### src/shared/pwl_pkg.sv
// ----------------------------------------------------------------------------
// Shared constants and types of the password lock
// ----------------------------------------------------------------------------
package pwl_pkg;

   // Setting values, all decimal quantities held as binary words
   localparam logic [15:0] PWL_NO_LOCK = 16'h270f;      // 9999, no password lock
   localparam logic [15:0] PWL_LOCK_RESET = 16'h270f;   // Lock level after reset
   localparam logic [15:0] PWL_PASS_RESET = 16'h270f;   // Password after reset
   localparam logic [15:0] PWL_PASS_MIN = 16'h03e8;     // 1000
   localparam logic [15:0] PWL_PASS_MAX = 16'h270e;     // 9998
   localparam logic [15:0] PWL_EXT_BASE = 16'h0064;     // 100, counted levels start above
   localparam logic [15:0] PWL_LVL_MIN = 16'h0001;      // Lowest units digit
   localparam logic [15:0] PWL_LVL_MAX = 16'h0006;      // Highest units digit
   localparam logic [15:0] PWL_RD_ZERO = 16'h0000;      // Read value of an ordinary item
   localparam int PWL_ERR_LIMIT = 5;                     // Unlock errors before hard lock
   localparam int PWL_ERR_W = 3;                         // Width of the error count

   // Rights bit positions returned by the level decoder
   localparam int PWL_RT_LOC_RD = 0;
   localparam int PWL_RT_LOC_WR = 1;
   localparam int PWL_RT_NET_RD = 2;
   localparam int PWL_RT_NET_WR = 3;
   localparam int PWL_RT_W = 4;

   // Requested operation
   typedef enum logic [2:0] {
      PWL_OP_READ,
      PWL_OP_WRITE,
      PWL_OP_CLEAR,
      PWL_OP_ALL_CLEAR,
      PWL_OP_COPY
   } pwl_op_type;

   // Item that a read or write addresses
   typedef enum logic [1:0] {
      PWL_TGT_ORDINARY,
      PWL_TGT_LOCK_LEVEL,
      PWL_TGT_PASSWORD,
      PWL_TGT_INTERNAL
   } pwl_target_type;

   // Source class of a request
   typedef enum logic [1:0] {
      PWL_SRC_OTHER,
      PWL_SRC_LOCAL,
      PWL_SRC_NET
   } pwl_src_type;

   // Lock state
   typedef enum logic {
      PWL_ST_OPEN,
      PWL_ST_LOCKED
   } pwl_state_type;

endpackage

### src/logic/pwl_rights.sv
`timescale 1ns/100ps
// ----------------------------------------------------------------------------
// Level decoder: access rights and level classes
// ----------------------------------------------------------------------------
module pwl_rights (
   // Lock level setting
   input wire logic [15:0] i_level,
   // Decoded rights and classes
   output logic [pwl_pkg::PWL_RT_W-1:0] o_rights,
   output logic o_valid,
   output logic o_counted,
   output logic o_no_lock
);
   import pwl_pkg::*;

   // Units digit of a level, zero for any other value
   function automatic logic [15:0] units_of(input logic [15:0] lvl);
      logic [15:0] u;
      u = (lvl > PWL_EXT_BASE) ? 16'(lvl - PWL_EXT_BASE) : lvl;
      units_of = (u >= PWL_LVL_MIN && u <= PWL_LVL_MAX) ? u : 16'h0000;
   endfunction

   logic [15:0] units;
   logic in_low;
   logic in_ext;

   // Level classes
   assign units = units_of(i_level);
   assign in_low = (i_level >= PWL_LVL_MIN) && (i_level <= PWL_LVL_MAX);
   assign in_ext = (i_level > PWL_EXT_BASE) && (i_level <= 16'(PWL_EXT_BASE + PWL_LVL_MAX));
   assign o_no_lock = (i_level == PWL_NO_LOCK);
   assign o_valid = in_low || in_ext || o_no_lock;
   assign o_counted = in_ext;

   // Rights table, order net_wr net_rd loc_wr loc_rd
   always_comb begin
      case (units)
         16'h0001: o_rights = 4'b0101;
         16'h0002: o_rights = 4'b1101;
         16'h0003: o_rights = 4'b0111;
         16'h0004: o_rights = 4'b0000;
         16'h0005: o_rights = 4'b1100;
         16'h0006: o_rights = 4'b0011;
         default: o_rights = 4'b1111;
      endcase
   end

endmodule // pwl_rights

### src/logic/pwl_lock.sv
`timescale 1ns/100ps
// ----------------------------------------------------------------------------
// Parameter password lock
// ----------------------------------------------------------------------------
// How it works
// - Lock level takes 1-6, 101-106, or 9999
// - Password accepts 1000 to 9998, registers it
// - Units digit selects local and network rights
// - Display hiding and write selection still refuse
// - Network class: RS-485 in network mode
// - Counted levels track errors, others read zero
// - Five errors: correct password no longer unlocks
// - Password write refused while level is 9999
// - Registered password enforces level until unlock
// - Registered password reads back error count only
// - Correct password unlocks, wrong raises error
// - All clear releases lock, resets all settings
// - All clear refused while output voltage active
// - Locked: no level write, clear, copy
// - Internal updates always written despite lock
// - Password writable regardless of display hiding
// - Local write restriction disables easy mode switching
// - Levels 4,5,104,105 disable panel jog run
// - Restricted access refused with password error flag
module pwl_lock #(
   parameter int ERR_LIMIT = pwl_pkg::PWL_ERR_LIMIT
) (
   // Clock and reset
   input wire logic i_clk,
   input wire logic i_rst_n,
   // Parameter access request
   input wire logic i_req_valid,
   input wire pwl_pkg::pwl_op_type i_req_op,
   input wire pwl_pkg::pwl_target_type i_req_target,
   input wire logic [15:0] i_req_wdata,
   // Source of the request
   input wire logic i_src_rs485,
   input wire logic i_net_mode,
   input wire logic i_src_cmd_unit,
   // Gating from other functions
   input wire logic i_display_hidden,
   input wire logic i_write_forbidden,
   input wire logic i_output_active,
   // Answer
   output logic o_ack,
   output logic o_grant,
   output logic o_pw_error,
   output logic o_unlock_error,
   output logic [15:0] o_rdata,
   output logic o_all_clear_done,
   // Status
   output logic [15:0] o_lock_level,
   output logic o_locked,
   output logic o_hard_locked,
   output logic [pwl_pkg::PWL_ERR_W-1:0] o_err_count,
   output logic o_easy_switch_en,
   output logic o_panel_jog_en
);
   import pwl_pkg::*;

   // ----------------------------------------------------------------------
   // Elaboration check
   // ----------------------------------------------------------------------
   // The saturated count must fit the three-bit error counter
   if (ERR_LIMIT < 1 || ERR_LIMIT > 7) begin : g_bad_limit
      $error("pwl_lock: ERR_LIMIT must lie in 1 to 7");
   end

   localparam logic [PWL_ERR_W-1:0] ERR_SAT = PWL_ERR_W'(ERR_LIMIT);
   localparam logic [PWL_ERR_W-1:0] ERR_ZERO = 3'h0;

   // ----------------------------------------------------------------------
   // State
   // ----------------------------------------------------------------------
   pwl_state_type state_q, state_d;
   logic [15:0] level_q, level_d;
   logic [15:0] pass_q, pass_d;
   logic [PWL_ERR_W-1:0] err_q, err_d;
   logic ack_q, grant_q, pw_err_q, unl_err_q, done_q;
   logic grant_d, pw_err_d, unl_err_d, done_d;
   logic [15:0] rdata_q, rdata_d;
   logic easy_q, jog_q;
   logic locked_q, locked_d;
   logic hard_q, hard_d;
   logic [PWL_ERR_W-1:0] cnt_q, cnt_d;

   // ----------------------------------------------------------------------
   // Decode
   // ----------------------------------------------------------------------
   logic [PWL_RT_W-1:0] rights;
   logic lvl_valid, lvl_counted, lvl_none;
   logic new_valid;
   logic nxt_counted;
   pwl_src_type src;
   logic locked;
   logic hard;
   logic rd_ok, wr_ok;
   logic pass_in_range;
   logic pass_match;
   logic [15:0] pass_read;
   logic is_rd, is_wr;
   logic [PWL_ERR_W-1:0] err_inc;

   pwl_rights u_rights (
      .i_level(level_q),
      .o_rights(rights),
      .o_valid(lvl_valid),
      .o_counted(lvl_counted),
      .o_no_lock(lvl_none)
   );

   // Validity of a proposed lock level
   pwl_rights u_new_rights (
      .i_level(i_req_wdata),
      .o_rights(),
      .o_valid(new_valid),
      .o_counted(),
      .o_no_lock()
   );

   // Class of the level that the next edge will hold
   // Only the counted class is needed, for the status flops
   pwl_rights u_next_rights (
      .i_level(level_d),
      .o_rights(),
      .o_valid(),
      .o_counted(nxt_counted),
      .o_no_lock()
   );

   // Source class of the request
   assign src = (i_src_rs485 && i_net_mode) ? PWL_SRC_NET :
                (i_src_cmd_unit ? PWL_SRC_LOCAL : PWL_SRC_OTHER);

   // Lock classes
   // Hard lock only at counted levels; lower levels never saturate
   assign locked = (state_q == PWL_ST_LOCKED);
   assign hard = locked && lvl_counted && (err_q >= ERR_SAT);

   // Right of one source class for a read or a write
   function automatic logic src_right(input pwl_src_type s, input logic [PWL_RT_W-1:0] rt, input logic wr);
      logic loc_ok;
      logic net_ok;
      loc_ok = wr ? rt[PWL_RT_LOC_WR] : rt[PWL_RT_LOC_RD];
      net_ok = wr ? rt[PWL_RT_NET_WR] : rt[PWL_RT_NET_RD];
      // Source other is never restricted by the level
      src_right = (s == PWL_SRC_OTHER) || ((s == PWL_SRC_LOCAL) ? loc_ok : net_ok);
   endfunction

   // Password-level rights, only while a password is registered
   assign rd_ok = !locked || src_right(src, rights, 1'b0);
   assign wr_ok = !locked || src_right(src, rights, 1'b1);

   // Password value checks
   assign pass_in_range = (i_req_wdata >= PWL_PASS_MIN) && (i_req_wdata <= PWL_PASS_MAX);
   assign pass_match = (i_req_wdata == pass_q);
   assign err_inc = (err_q >= ERR_SAT) ? ERR_SAT : PWL_ERR_W'(err_q + 3'h1);

   // Password read value: error count when registered, never the password
   assign pass_read = !locked ? PWL_NO_LOCK :
                      (lvl_counted ? 16'(err_q) : 16'h0000);

   assign is_rd = i_req_valid && (i_req_op == PWL_OP_READ);
   assign is_wr = i_req_valid && (i_req_op == PWL_OP_WRITE);

   // ----------------------------------------------------------------------
   // Request handling
   // ----------------------------------------------------------------------
   // Next state and answer of one request
   always_comb begin
      state_d = state_q;
      level_d = level_q;
      pass_d = pass_q;
      err_d = err_q;
      grant_d = 1'b0;
      pw_err_d = 1'b0;
      unl_err_d = 1'b0;
      done_d = 1'b0;
      rdata_d = 16'h0000;
      if (is_rd) begin
         case (i_req_target)
            // Lock settings stay readable while registered
            PWL_TGT_LOCK_LEVEL: begin
               grant_d = locked || !i_display_hidden;
               rdata_d = grant_d ? level_q : 16'h0000;
            end
            PWL_TGT_PASSWORD: begin
               grant_d = locked || !i_display_hidden;
               rdata_d = grant_d ? pass_read : 16'h0000;
            end
            default: begin
               grant_d = rd_ok && !i_display_hidden;
               pw_err_d = !rd_ok;
               rdata_d = PWL_RD_ZERO;
            end
         endcase
      end else if (is_wr) begin
         case (i_req_target)
            PWL_TGT_INTERNAL: begin
               grant_d = 1'b1;
            end
            PWL_TGT_LOCK_LEVEL: begin
               // Level frozen while a password is registered
               grant_d = !locked && !i_display_hidden && new_valid;
               pw_err_d = locked;
               if (grant_d) begin
                  level_d = i_req_wdata;
               end
            end
            PWL_TGT_PASSWORD: begin
               if (lvl_none) begin
                  grant_d = 1'b0;
               end else if (!locked) begin
                  // Display hiding has no say here
                  grant_d = pass_in_range;
                  if (pass_in_range) begin
                     pass_d = i_req_wdata;
                     state_d = PWL_ST_LOCKED;
                     err_d = ERR_ZERO;
                  end
               end else if (pass_match && !hard) begin
                  grant_d = 1'b1;
                  state_d = PWL_ST_OPEN;
                  pass_d = PWL_PASS_RESET;
                  err_d = ERR_ZERO;
               end else begin
                  // Wrong value, or any value once hard locked
                  unl_err_d = 1'b1;
                  err_d = lvl_counted ? err_inc : ERR_ZERO;
               end
            end
            default: begin
               grant_d = wr_ok && !i_write_forbidden;
               pw_err_d = !wr_ok;
            end
         endcase
      end else if (i_req_valid) begin
         case (i_req_op)
            PWL_OP_CLEAR, PWL_OP_COPY: begin
               grant_d = !locked;
               pw_err_d = locked;
            end
            PWL_OP_ALL_CLEAR: begin
               grant_d = !i_output_active;
               if (!i_output_active) begin
                  // Release in every state and restore initial settings
                  state_d = PWL_ST_OPEN;
                  level_d = PWL_LOCK_RESET;
                  pass_d = PWL_PASS_RESET;
                  err_d = ERR_ZERO;
                  done_d = 1'b1;
               end
            end
            default: begin
               grant_d = 1'b0;
            end
         endcase
      end
   end

   // ----------------------------------------------------------------------
   // Registers
   // ----------------------------------------------------------------------
   // Lock state and settings
   always_ff @(posedge i_clk) begin
      if (!i_rst_n) begin
         state_q <= PWL_ST_OPEN;
         level_q <= PWL_LOCK_RESET;
         pass_q <= PWL_PASS_RESET;
         err_q <= ERR_ZERO;
      end else begin
         state_q <= state_d;
         level_q <= level_d;
         pass_q <= pass_d;
         err_q <= err_d;
      end
   end

   // One-cycle answer
   always_ff @(posedge i_clk) begin
      if (!i_rst_n) begin
         ack_q <= 1'b0;
         grant_q <= 1'b0;
         pw_err_q <= 1'b0;
         unl_err_q <= 1'b0;
         done_q <= 1'b0;
         rdata_q <= 16'h0000;
      end else begin
         ack_q <= i_req_valid;
         grant_q <= grant_d;
         pw_err_q <= pw_err_d;
         unl_err_q <= unl_err_d;
         done_q <= done_d;
         rdata_q <= rdata_d;
      end
   end

   // Panel feature enables follow the lock one cycle later
   always_ff @(posedge i_clk) begin
      if (!i_rst_n) begin
         easy_q <= 1'b1;
         jog_q <= 1'b1;
      end else begin
         easy_q <= !locked || rights[PWL_RT_LOC_WR];
         jog_q <= !locked || rights[PWL_RT_LOC_RD] || !lvl_valid;
      end
   end

   // ----------------------------------------------------------------------
   // Status registers
   // ----------------------------------------------------------------------
   // Next status from the next state, so the flops move with the lock
   assign locked_d = (state_d == PWL_ST_LOCKED);
   assign hard_d = locked_d && nxt_counted && (err_d >= ERR_SAT);
   assign cnt_d = nxt_counted ? err_d : ERR_ZERO;

   // Lock, hard lock and error count held in flops for the outputs
   always_ff @(posedge i_clk) begin
      if (!i_rst_n) begin
         locked_q <= 1'b0;
         hard_q <= 1'b0;
         cnt_q <= ERR_ZERO;
      end else begin
         locked_q <= locked_d;
         hard_q <= hard_d;
         cnt_q <= cnt_d;
      end
   end

   // ----------------------------------------------------------------------
   // Outputs
   // ----------------------------------------------------------------------
   assign o_ack = ack_q;
   assign o_grant = grant_q;
   assign o_pw_error = pw_err_q;
   assign o_unlock_error = unl_err_q;
   assign o_rdata = rdata_q;
   assign o_all_clear_done = done_q;
   assign o_lock_level = level_q;
   assign o_locked = locked_q;
   assign o_hard_locked = hard_q;
   assign o_err_count = cnt_q;
   assign o_easy_switch_en = easy_q;
   assign o_panel_jog_en = jog_q;

endmodule // pwl_lock

### config.mk
export PLATFORM = sky130hd
export DESIGN_NAME = pwl_lock
export DESIGN_NICKNAME = d
export VERILOG_FILES = /design/src/shared/pwl_pkg.sv /design/src/logic/pwl_rights.sv /design/src/logic/pwl_lock.sv
export SDC_FILE = /design/constraint.sdc
export NUM_CORES = 1
export LEC_CHECK = 0
export ABC_AREA = 1
export BUFFER_PORTS_ARGS = -buffer_cell sky130_fd_sc_hd__buf_2
export CAP_MARGIN = 30
export CORE_MARGIN = 8
export CORE_UTILIZATION = 50
export DETAILED_ROUTE_END_ITERATION = 8
export GPL_TIMING_DRIVEN = 0
export HOLD_SLACK_MARGIN = 0.06
export PLACE_DENSITY = 0.73
export SETUP_SLACK_MARGIN = 0.3
export SLEW_MARGIN = 20
export SYNTH_ARGS = -nofsm -noshare
export SYNTH_HDL_FRONTEND = slang
export SYNTH_SLANG_ARGS = --single-unit
### constraint.sdc
create_clock -name i_clk -period 5 [get_ports i_clk]
set_input_delay 0.75 -clock i_clk [delete_from_list [all_inputs] [get_ports i_clk]]
set_output_delay 0.75 -clock i_clk [all_outputs]
set_load 0.05 [all_outputs]
# Yosys cells after proc, flatten, opt, wreduce, memory -nomap -nowiden
# Cells that the tools add are included.
word_totals:
  input_bits: 30
  output_inout_bits: 44
  register_bits: 63
op_classes:
  bitwise: 7
  muxes: 66
  order_cmp: 16
  eq_ne: 22
  n_reduce_logical: 51
  n_addsub: 2
op_table:
  columns: ["operator", "n"]
  rows:
  - ["2-to-1 mux 16 bit", 19]
  - ["== test 16 x 3 -> 1 bit, second input constant", 3]
  - [">= comparator 16 x 1 -> 1 bit, second input constant", 3]
  - ["> comparator 16 x 7 -> 1 bit, second input constant", 3]
  - ["less-or-equal comparator 16 x 3 -> 1 bit, second input constant", 3]
  - ["less-or-equal comparator 16 x 7 -> 1 bit, second input constant", 3]
  - ["2-to-1 mux 3 bit", 13]
  - ["== test 16 x 14 -> 1 bit, second input constant", 2]
  - ["== test 16 x 2 -> 1 bit, second input constant", 2]
  - ["one-hot mux 16 bit (2 select lines)", 1]
  - ["2-to-1 mux 14 bit", 2]
  - ["2-to-1 mux 1 bit", 26]
  - ["one-hot mux 4 bit (6 select lines)", 1]
  - ["logical AND 1 bit", 19]
  - ["== test 16 x 1 -> 1 bit, second input constant", 1]
  - ["== test 16 bit", 1]
  - [">= comparator 16 x 10 -> 1 bit, second input constant", 1]
  - ["less-or-equal comparator 16 x 14 -> 1 bit, second input constant", 1]
  - ["subtractor 16 x 7 -> 16 bit, second input constant", 1]
  - ["logical OR 1 bit", 12]
  - ["zero test 1 bit", 8]
  - ["AND reduction 8 bit", 1]
  - ["NOT 1 bit", 7]
  - ["== test 3 x 2 -> 1 bit, second input constant", 2]
  - ["other kinds (20)", 29]

# Longest topological paths before layout
# Gate-level depths: netlist (run 1).
logic_depth:
  word_depth: 14
  ltp_mapped: 25
  mapped_depth_nobuf: 24

# Modules after synthesis
# Synthesis (run 1) repeated with hierarchy kept, for this count alone.
hier_totals:
  hier_cells: 902
  hier_area_um2: 5551.6
modules_own_cells:
  columns: ["mod", "instances", "cells_per_inst", "area_each_um2", "seq_area_each_um2"]
  rows:
  - ["pwl_lock", 1, 445, 3051.7, 1261.2]
  - ["pwl_rights (u_rights)", 1, 168, 874.6, 0.0]
  - ["pwl_rights (u_new_rights)", 1, 146, 849.6, 0.0]
  - ["pwl_rights (u_next_rights)", 1, 143, 775.7, 0.0]

# Worst setup path after synthesis (run 1)
# Ideal clock, no wire load.
synth_path:
  path_type: "register -> register"
  start: "reg level_q[3] (netlist: o_lock_level[3])"
  end: "reg pass_q[11]"
  path_stages_with_launch: 22
  t_arrival_ps: 2830
  setup_time_ps: 132
  period_less_slack_ps: 2962
  setup_slack_ps: 2038
  path_cell_list: "dfxtp_1 -> inv_1 -> ha_1 -> inv_2 -> nor2_8 -> nor2_8 -> nor2_2 -> nand2_4 -> nand2_8 -> inv_4 -> nand4_2 -> nor2_2 -> inv_2 -> o211ai_4 -> nand2_1 -> nand2_1 -> nand2_1 -> nand2_4 -> inv_2 -> buf_6 -> nand3_1 -> a21oi_1"
synth_between:
  elab_chain_cells: 8
  word_cells_on_any_way: 11
  classes_between: "order compare: 2; eq/ne: 3; reduce/logical: 6"
synth_lines:
  columns: ["element", "line", "source"]
  rows:
  - ["start, declared", "pwl_lock.sv:76", "logic [15:0] level_q, level_d;"]
  - ["start signal, assigned", "pwl_lock.sv:273", "level_q <= level_d;"]
  - ["> comparator 16 x 7 -> 1 bit / less-or-equal comparator 16 x 7 -> 1 bit (equally long branches)", "pwl_rights.sv:30", "assign in_ext = (i_level > PWL_EXT_BASE) && (i_level <= 16'(PWL_EXT_BASE + PWL_LVL_MAX));"]
  - ["logical AND 1 bit", "pwl_rights.sv:30", null]
  - ["logical AND 1 bit (2 in a row)", "pwl_lock.sv:138", "assign hard = locked && lvl_counted && (err_q >= ERR_SAT);"]
  - ["zero test 1 bit", "pwl_lock.sv:221", "end else if (pass_match && !hard) begin"]
  - ["logical AND 1 bit", "pwl_lock.sv:221", null]
  - ["!= test 3 x 2 -> 1 bit (no line)", null, null]
  - ["AND reduction 8 bit (no line) (*)", null, null]
  - ["end signal, assigned", "pwl_lock.sv:274", "pass_q <= pass_d;"]
  - ["end, declared", "pwl_lock.sv:77", "logic [15:0] pass_q, pass_d;"]
# Every way passes the cells marked *; elsewhere a longest branch is shown, timed or not.
# A chain may end at the register's enable or synchronous reset.

# Worst setup path after layout (run 1)
layout_path:
  start: "reg level_q[3] (netlist: o_lock_level[3])"
  end: "reg pass_q[8]"
# The elaborated chain is that of the path after synthesis.

==> reports/qor.csv, run 1 <==
stage,metric,value,unit
die,number of core rows,35,
routing,vias after detailed routing,5347,
worst_setup_path,Setup CP Type,register to register,
layout,design area,5450,um2
global_route,GRT Total Usage,23.8,%
layout,"Core Util, Final",59.0,%
place,IO Port Bufs,70,
sta,fmax,0.304,GHz
routing,post-route ant nets,0,
sta,Slew @ Worst Pin,0.762,ns
clocking,worst-skew pair later-pin latency,0.34,ns
sta,setup TNS,0,ns
place,HPWL Detailed,12000,um
global_route,vias in the first global route,5208,
place,GPL Wtd Cong,0.936,
clocking,CTS sink count,63,
worst_setup_path,CP endpoint kind,register,
die,Die Wd,114,um
pwr,net switching power,334,uW
pwr,Peak VDD IR,0.190,mV
synthesis,register area share after synthesis,26.5,%
place,post-placement cell area,5280,um2
place,Place WS,1.76,ns
clocking,# Post-CTS Setup Buffers,0,
pwr,Seq pwr share,48.1,%
pwr,combinational power share,14.4,%
synthesis,library cells used by synthesis,48,
die,die area,12900,um2
clocking,CTS Hold Bufs,0,
routing,drt drc,0,
synthesis,ys flop type,dfxtp_1,
layout,# nets final,866,
clocking,"Clk pin slew, worst setup/hold paths",0.08,ns
pwr,Clk pwr share,37.4,%
layout,"Cell Count, Final, Fillers Out",960,
run_status,outcome,finished clean,
synthesis,Syn Area/Cell,6.39,um2
routing,Initial DRC Count,375,
worst_setup_path,Critical Path Source Type,register,
synthesis,area share of the largest cell type after synthesis,26.5,%
sta,unrepaired setup endpoints after global routing,false,
routing,vias per cell,5.57,
synthesis,post-synthesis register bit count,63,
synthesis,Post-Syn Nets,785,
sta,Final Hold Slack,0.478,ns
synthesis,number of synthesized flops with an enable pin,0,
layout,share of cells above drive strength 1,19.7,%
clocking,CTS Buf Count,9,
pwr,cell-internal power,738,uW
sta,Hold Fails Final Rpt,0,
synthesis,Yosys warnings,0,
global_route,largest net degree at the start of global routing,13,
clocking,clock tree buffer depth,2,
sta,Finish-stage setup viols,0,
pwr,total chip power,1.07,mW
sta,worst slew margin relative to its limit,49.1,%
synthesis,cell area after synthesis,4760,um2
die,CORE AREA,9240,um2
die,chip height,114,um
global_route,global-route wire length before repair,24900,um
sta,final cycle utilization of the critical path,65.8,%
place,placed cell count,944,
clocking,# resized after CTS,0,
global_route,grt total ovfl,0,
layout,Layout Area Growth over Synthesis,14.4,%
pwr,switching share of power,31.1,%
synthesis,Async SR Flop Fraction,0,%
worst_hold_path,worst hold path type,register to register,
die,Ports,74,
pwr,P_leak,2.52,nW
global_route,initial antenna violation count,0,
sta,"Slew Viols, Final",0,
synthesis,Mapped Cells,745,
worst_setup_path,Worst EP required,5.23,ns
clocking,Clock Tree Root,clkbuf_8,
routing,DRT Wirelength,15300,um
worst_setup_path,"Arr. time, crit path",3.52,ns
clocking,H-tree Lvls,3,
run,MaxCap Viol Count,0,
worst_setup_path,"critical path fanouts, max",10,
synthesis,"top cells by area, synth","dfxtp_1 26%, nand2_1 14%, nor2_1 7.2%",
sta,Tmin final,3.29,ns
layout,diodes inserted,0,
routing,Initial DRT Pass Iterations,5,
clocking,TritonCTS clock tree,yes,
sta,Worst Slack Setup Final,1.71,ns
layout,# fillers,924,
pwr,PwrDens,197,nW/um2
die,Initial Util,51.6,%
sta,Worst Skew,0.0113,ns
synthesis,post-synth top area cell,dfxtp_1,
routing,DR WL/cell,15.9,um
[cells by family after synthesis]
group | share of synthesized area, %
AO/OA/AOI/OAI | 12.8
XOR/XNOR | 2.94
adder cells (fa/ha/maj) | 2.63
buffers and inverters | 10.7
flip-flops | 26.5
AND/OR/NAND/NOR | 44.5
[placed cells by master (no fill, tap or decap), types with 4 or more instances in the layout]
cell	synthesis	layout
a21oi_1	42	42
a31oi_1	8	8
buf_2	5	75
buf_4	4	4
buf_6	7	7
clkbuf_1	9	9
clkbuf_8	0	9
dfxtp_1	63	63
ha_1	10	10
inv_1	78	78
inv_2	7	7
nand2_1	182	182
nand2_2	11	11
nand2_4	6	6
nand3_1	64	64
nand3_2	4	4
nand3b_1	5	5
nand4_1	18	18
nor2_1	91	91
nor2_2	7	7
nor2_4	7	7
nor3_1	22	22
nor3b_1	4	4
o21ai_0	31	31
o21bai_1	5	5
or2_2	7	7
xnor2_1	12	12
xor2_1	4	4
[final timing paths]
path                            cells after the start                      end                       start  slack (ns)
worst min register to register                      2  pass_q[14]$_SDFFE_PN0P_     pass_q[14]$_SDFFE_PN0P_        0.48
worst max register to register                     21   pass_q[8]$_SDFFE_PN1P_  o_lock_level[3]$_SDFF_PN1_        1.71
worst max-delay path                               21   pass_q[8]$_SDFFE_PN1P_  o_lock_level[3]$_SDFF_PN1_        1.71
worst min-delay path                                2  pass_q[14]$_SDFFE_PN0P_     pass_q[14]$_SDFFE_PN0P_        0.48
[worst max-delay path, cell delays in order (launching register included)]
cell,delay (ns)
dfxtp_1,0.63
inv_1,0.22
ha_1,0.29
inv_2,0.12
nor2_8,0.06
nor2_8,0.11
nor2_2,0.06
nand2_4,0.12
nand2_8,0.08
inv_4,0.08
nand4_2,0.09
nor2_2,0.19
inv_2,0.08
o211ai_4,0.22
nand2_1,0.08
nand2_1,0.13
nand2_1,0.11
nand2_4,0.13
inv_2,0.08
buf_6,0.13
o21ai_0,0.08
nand2_1,0.08
[cells in the mapped netlist, types with 6 or more instances]
master and n:
nand4_1 18, ha_1 10, nand2_2 11, buf_6 7, nor2_1 91, nand3_1 64, nor2_2 7, nor3_1 22
o21ai_0 31, dfxtp_1 63, or2_2 7, clkbuf_1 9, nand2_4 6, inv_1 78, inv_2 7, nor2_4 7
xnor2_1 12, a31oi_1 8, nand2_1 182, a21oi_1 42
[final cells by class]
cell class,instances,area [um2],area share [%]
flip-flops and latches,63,1260,23.2
clock inverters,7,48.8,0.896
well taps,129,161,2.96
repair buffers,70,350,6.43
multi-input cells,568,2990,54.9
clock buffers,9,124,2.27
plain buffers,25,168,3.08
inverters,89,342,6.27
[metal layers]
layer	up-vias	global-route usage, %	share of wire [%]
met5	-	0	0
met4	0	11.5	3.2
met3	37	4.17	6.6
met2	230	41.9	49
met1	2491	27.3	42
li1	2589	-	-
[flip-flops by register name, summed over array words and instances (netlist names)]
signal,cells
o_rdata,16
o_err_count,3
o_panel_jog_en,1
o_locked,1
o_easy_switch_en,1
o_lock_level,16
o_pw_error,1
o_grant,1
pass_q,16
o_hard_locked,1
o_ack,1
o_all_clear_done,1
o_unlock_error,1
err_q,3
[power by group through the flow]
stage | clock network [mW] | logic (mW) | registers (mW)
finish | 0.401 | 0.155 | 0.516
detailed placement | 0 | 0.152 | 0.528
floorplan | 0 | 0.0910 | 0.538
global route | 0.424 | 0.171 | 0.517
CTS | 0.405 | 0.153 | 0.516
global placement | 0 | 0.150 | 0.527
No activity file was read; power rests on OpenSTA's default activity.
==> run 2, diff against run 1 <==
Settings changed: PLACE_DENSITY 0.73 to 0.75.
Clock period 5 ns to 2.7 ns, I/O delays scaled along.
==> reports/qor.csv, run 2 (synthesis results as in run 1) <==
stage,metric,value,unit,change
pwr,net switching power,668,uW,+100%
worst_setup_path,max incr delay on CP,0.39,ns,-0.24 ns
worst_setup_path,crit-path cells,inv_8 -> ha_4 -> inv_4 -> nor2_8 -> buf_4 -> buf_4 -> a21oi_1 -> nand2_1 -> nand3_2 -> nand2_2 -> nor2_4 -> nand3_4 -> buf_4 -> nor3_4 -> nand3_1 -> nand3_1 -> nand2_1 -> nand3_2 -> nand2_1 -> nand2_1 -> nand2_1 -> nand2_1 -> nand2_1,,
layout,area of the multi-input gates,3420,um2,+14%
worst_setup_path,Critical Path Stages,23,,+9.5%
worst_setup_path,"most used cell, CP",nand2_1,,
clocking,clock tree buffer depth,2,,unchanged
sta,unrepaired setup endpoints after global routing,true,,
worst_setup_path,slowest CP cell,dfxtp_4,,
run_status,outcome,finished clean,,
worst_setup_path,Critical Path Source Type,register,,
sta,fmax,0.390,GHz,+28%
sta,Worst Slack Setup Final,0.136,ns,-1.57 ns
routing,vias per cell,5.70,,+2.4%
worst_setup_path,worst reg2reg path depth,23,,+9.5%
global_route,global-route wire length before repair,26000,um,+4.6%
global_route,grt total ovfl,0,,unchanged
routing,Initial DRT Pass Iterations,6,,+1
worst_setup_path,R2R Path End,o_pw_error$_SDFF_PN0_,,
pwr,PwrDens,340,nW/um2,+73%
layout,"Core Util, Final",69.3,%,+10 points
die,CORE AREA,9240,um2,unchanged
pwr,Seq pwr share,43.8,%,-4.3 points
worst_setup_path,R2R Path Start,o_lock_level[2]$_SDFF_PN1_,,
worst_setup_path,Worst Path Buf+Inv,5,,-1
routing,DRT Wirelength,17200,um,+13%
clocking,H-tree Lvls,3,,unchanged
sta,Worst Skew,0.0178,ns,+0.00642 ns
global_route,initial antenna violation count,0,,unchanged
pwr,P_leak,2.90,nW,+15%
layout,"commonest non-fill, non-tap cell in the layout",nand2_1,,
clocking,worst-skew pair later-pin latency,0.35,ns,about the same
sta,Tmin final,2.56,ns,-0.729 ns
layout,FF+latch area,1290,um2,+2.0%
sta,"Slew Viols, Final",0,,unchanged
layout,diodes inserted,0,,unchanged
clocking,Clock Tree Root,clkbuf_8,,
routing,Initial DRC Count,467,,+25%
pwr,cell-internal power,1.51,mW,+100%
worst_setup_path,CP endpoint kind,register,,
pwr,combinational power share,15.4,%,+1.0 points
place,HPWL Detailed,12100,um,+0.35%
die,die area,12900,um2,unchanged
clocking,TritonCTS clock tree,yes,,
routing,drt drc,0,,unchanged
global_route,GRT Total Usage,25.0,%,+1.2 points
die,Initial Util,51.6,%,unchanged
clocking,CTS Buf Count,9,,unchanged
clocking,"Clk pin slew, worst setup/hold paths",0.08,ns,about the same
sta,Hold Fails Final Rpt,0,,unchanged
worst_setup_path,crit path from,o_lock_level[2]$_SDFF_PN1_,,
worst_setup_path,"Arr. time, crit path",2.81,ns,-0.71 ns
die,Die Wd,114,um,unchanged
die,chip height,114,um,unchanged
place,Place WS,-0.140,ns,-1.90 ns
worst_setup_path,Setup CP Type,register to register,,
worst_setup_path,R2R setup slack,0.14,ns,-1.57 ns
sta,Finish-stage setup viols,0,,unchanged
worst_hold_path,worst hold path type,input port to register,,
layout,share of cells above drive strength 1,33.8,%,+14 points
worst_setup_path,"CP delay by family, top",simple AND/OR/NAND/NOR gates,,
place,IO Port Bufs,70,,unchanged
run,MaxCap Viol Count,0,,unchanged
layout,# fillers,824,,-11%
die,Ports,74,,unchanged
pwr,switching share of power,30.6,%,-0.48 points
worst_setup_path,"critical path fanouts, max",3,,-7
sta,final cycle utilization of the critical path,94.9,%,+29 points
place,GPL Wtd Cong,0.960,,+2.5%
sta,worst slew margin relative to its limit,48.2,%,-0.91 points
global_route,vias in the first global route,5261,,+1.0%
layout,most frequent cells in the layout,"159 x nand2_1, 79 x nor2_1, 75 x buf_2",,
worst_setup_path,worst setup path endpoint,o_pw_error$_SDFF_PN0_,,
clocking,CTS sink count,63,,unchanged
pwr,Clk pwr share,40.8,%,+3.4 points
clocking,CTS Hold Bufs,0,,unchanged
die,number of core rows,35,,unchanged
layout,Layout Area Growth over Synthesis,34.4,%,
pwr,Peak VDD IR,0.287,mV,+51%
routing,post-route ant nets,0,,unchanged
layout,# nets final,909,,+5.0%
sta,Slew @ Worst Pin,0.771,ns,+0.00873 ns
routing,DR WL/cell,17.2,um,+8.0%
pwr,total chip power,2.18,mW,+100%
routing,vias after detailed routing,5721,,+7.0%
worst_hold_path,Hold Crit Start,i_req_valid,,
worst_setup_path,Worst EP required,2.95,ns,-2.28 ns
global_route,largest net degree at the start of global routing,13,,unchanged
[run 2: worst min-delay path: cells and delay by family]
kind | cells | cell delay (ns)
buffers and inverters | 2 | 0.17
and+or+nand+nor | 1 | 0.06
[run 2: final cells by class]
class,instances,area share [%]
sequential,63,20.1
buffer,25,3.23
inverter,89,5.98
clock buffer,10,2.15
clock inverter,6,1.08
multi-input combinational,568,53.5
tap,129,2.52
timing repair buffer,113,11.5
[run 2: worst min-delay path by stage]
stage                                         end  slack [ns]  depth (start not counted)
after floorplan           pass_q[14]$_SDFFE_PN0P_        0.43                          2
after global placement    pass_q[15]$_SDFFE_PN0P_        0.44                          2
after detailed placement  pass_q[14]$_SDFFE_PN0P_        0.46                          2
after CTS                        o_ack$_SDFF_PN0_        0.30                          3
after global routing             o_ack$_SDFF_PN0_        0.30                          3
final                            o_ack$_SDFF_PN0_        0.31                          3
[run 2: per-layer routing]
metal  global-route usage [%]  routed length, um
met2                     43.5               8360
met5                        0                  0
met4                     10.5                691
met1                     29.5               6630
met3                     4.54               1550
[run 2: through the flow]
| step | area [um2] | cells | setup TNS, ns | hold slack (ns) |
|---|---|---|---|---|
| floorplan | 4830 | 745 | 0 | 0.429 |
| global placement | 5350 | 944 | -0.0631 | 0.438 |
| detailed placement | 5350 | 944 | -0.598 | 0.459 |
| CTS | 5960 | 989 | 0 | 0.301 |
| global route | 6400 | 1003 | -0.00885 | 0.300 |
| finish | 6400 | 1003 | 0 | 0.308 |
[run 2: power by group through the flow]
stage | Clock, mW | Combinational [mW] | Sequential (mW)
3_5_place_dp | 0 | 0.283 | 0.976
6_report | 0.889 | 0.335 | 0.954
3_3_place_gp | 0 | 0.276 | 0.976
5_1_grt | 0.915 | 0.365 | 0.956
2_1_floorplan | 0 | 0.170 | 0.996
4_1_cts | 0.879 | 0.298 | 0.953
[run 2: what timing repair did]
action / CTS / global route
setup endpoints to repair: 25 / 28
setup buffers: 28 / 11
cloned: 1 / 3
gates resized for setup: 44 / 96
pin swaps: 23 / 54
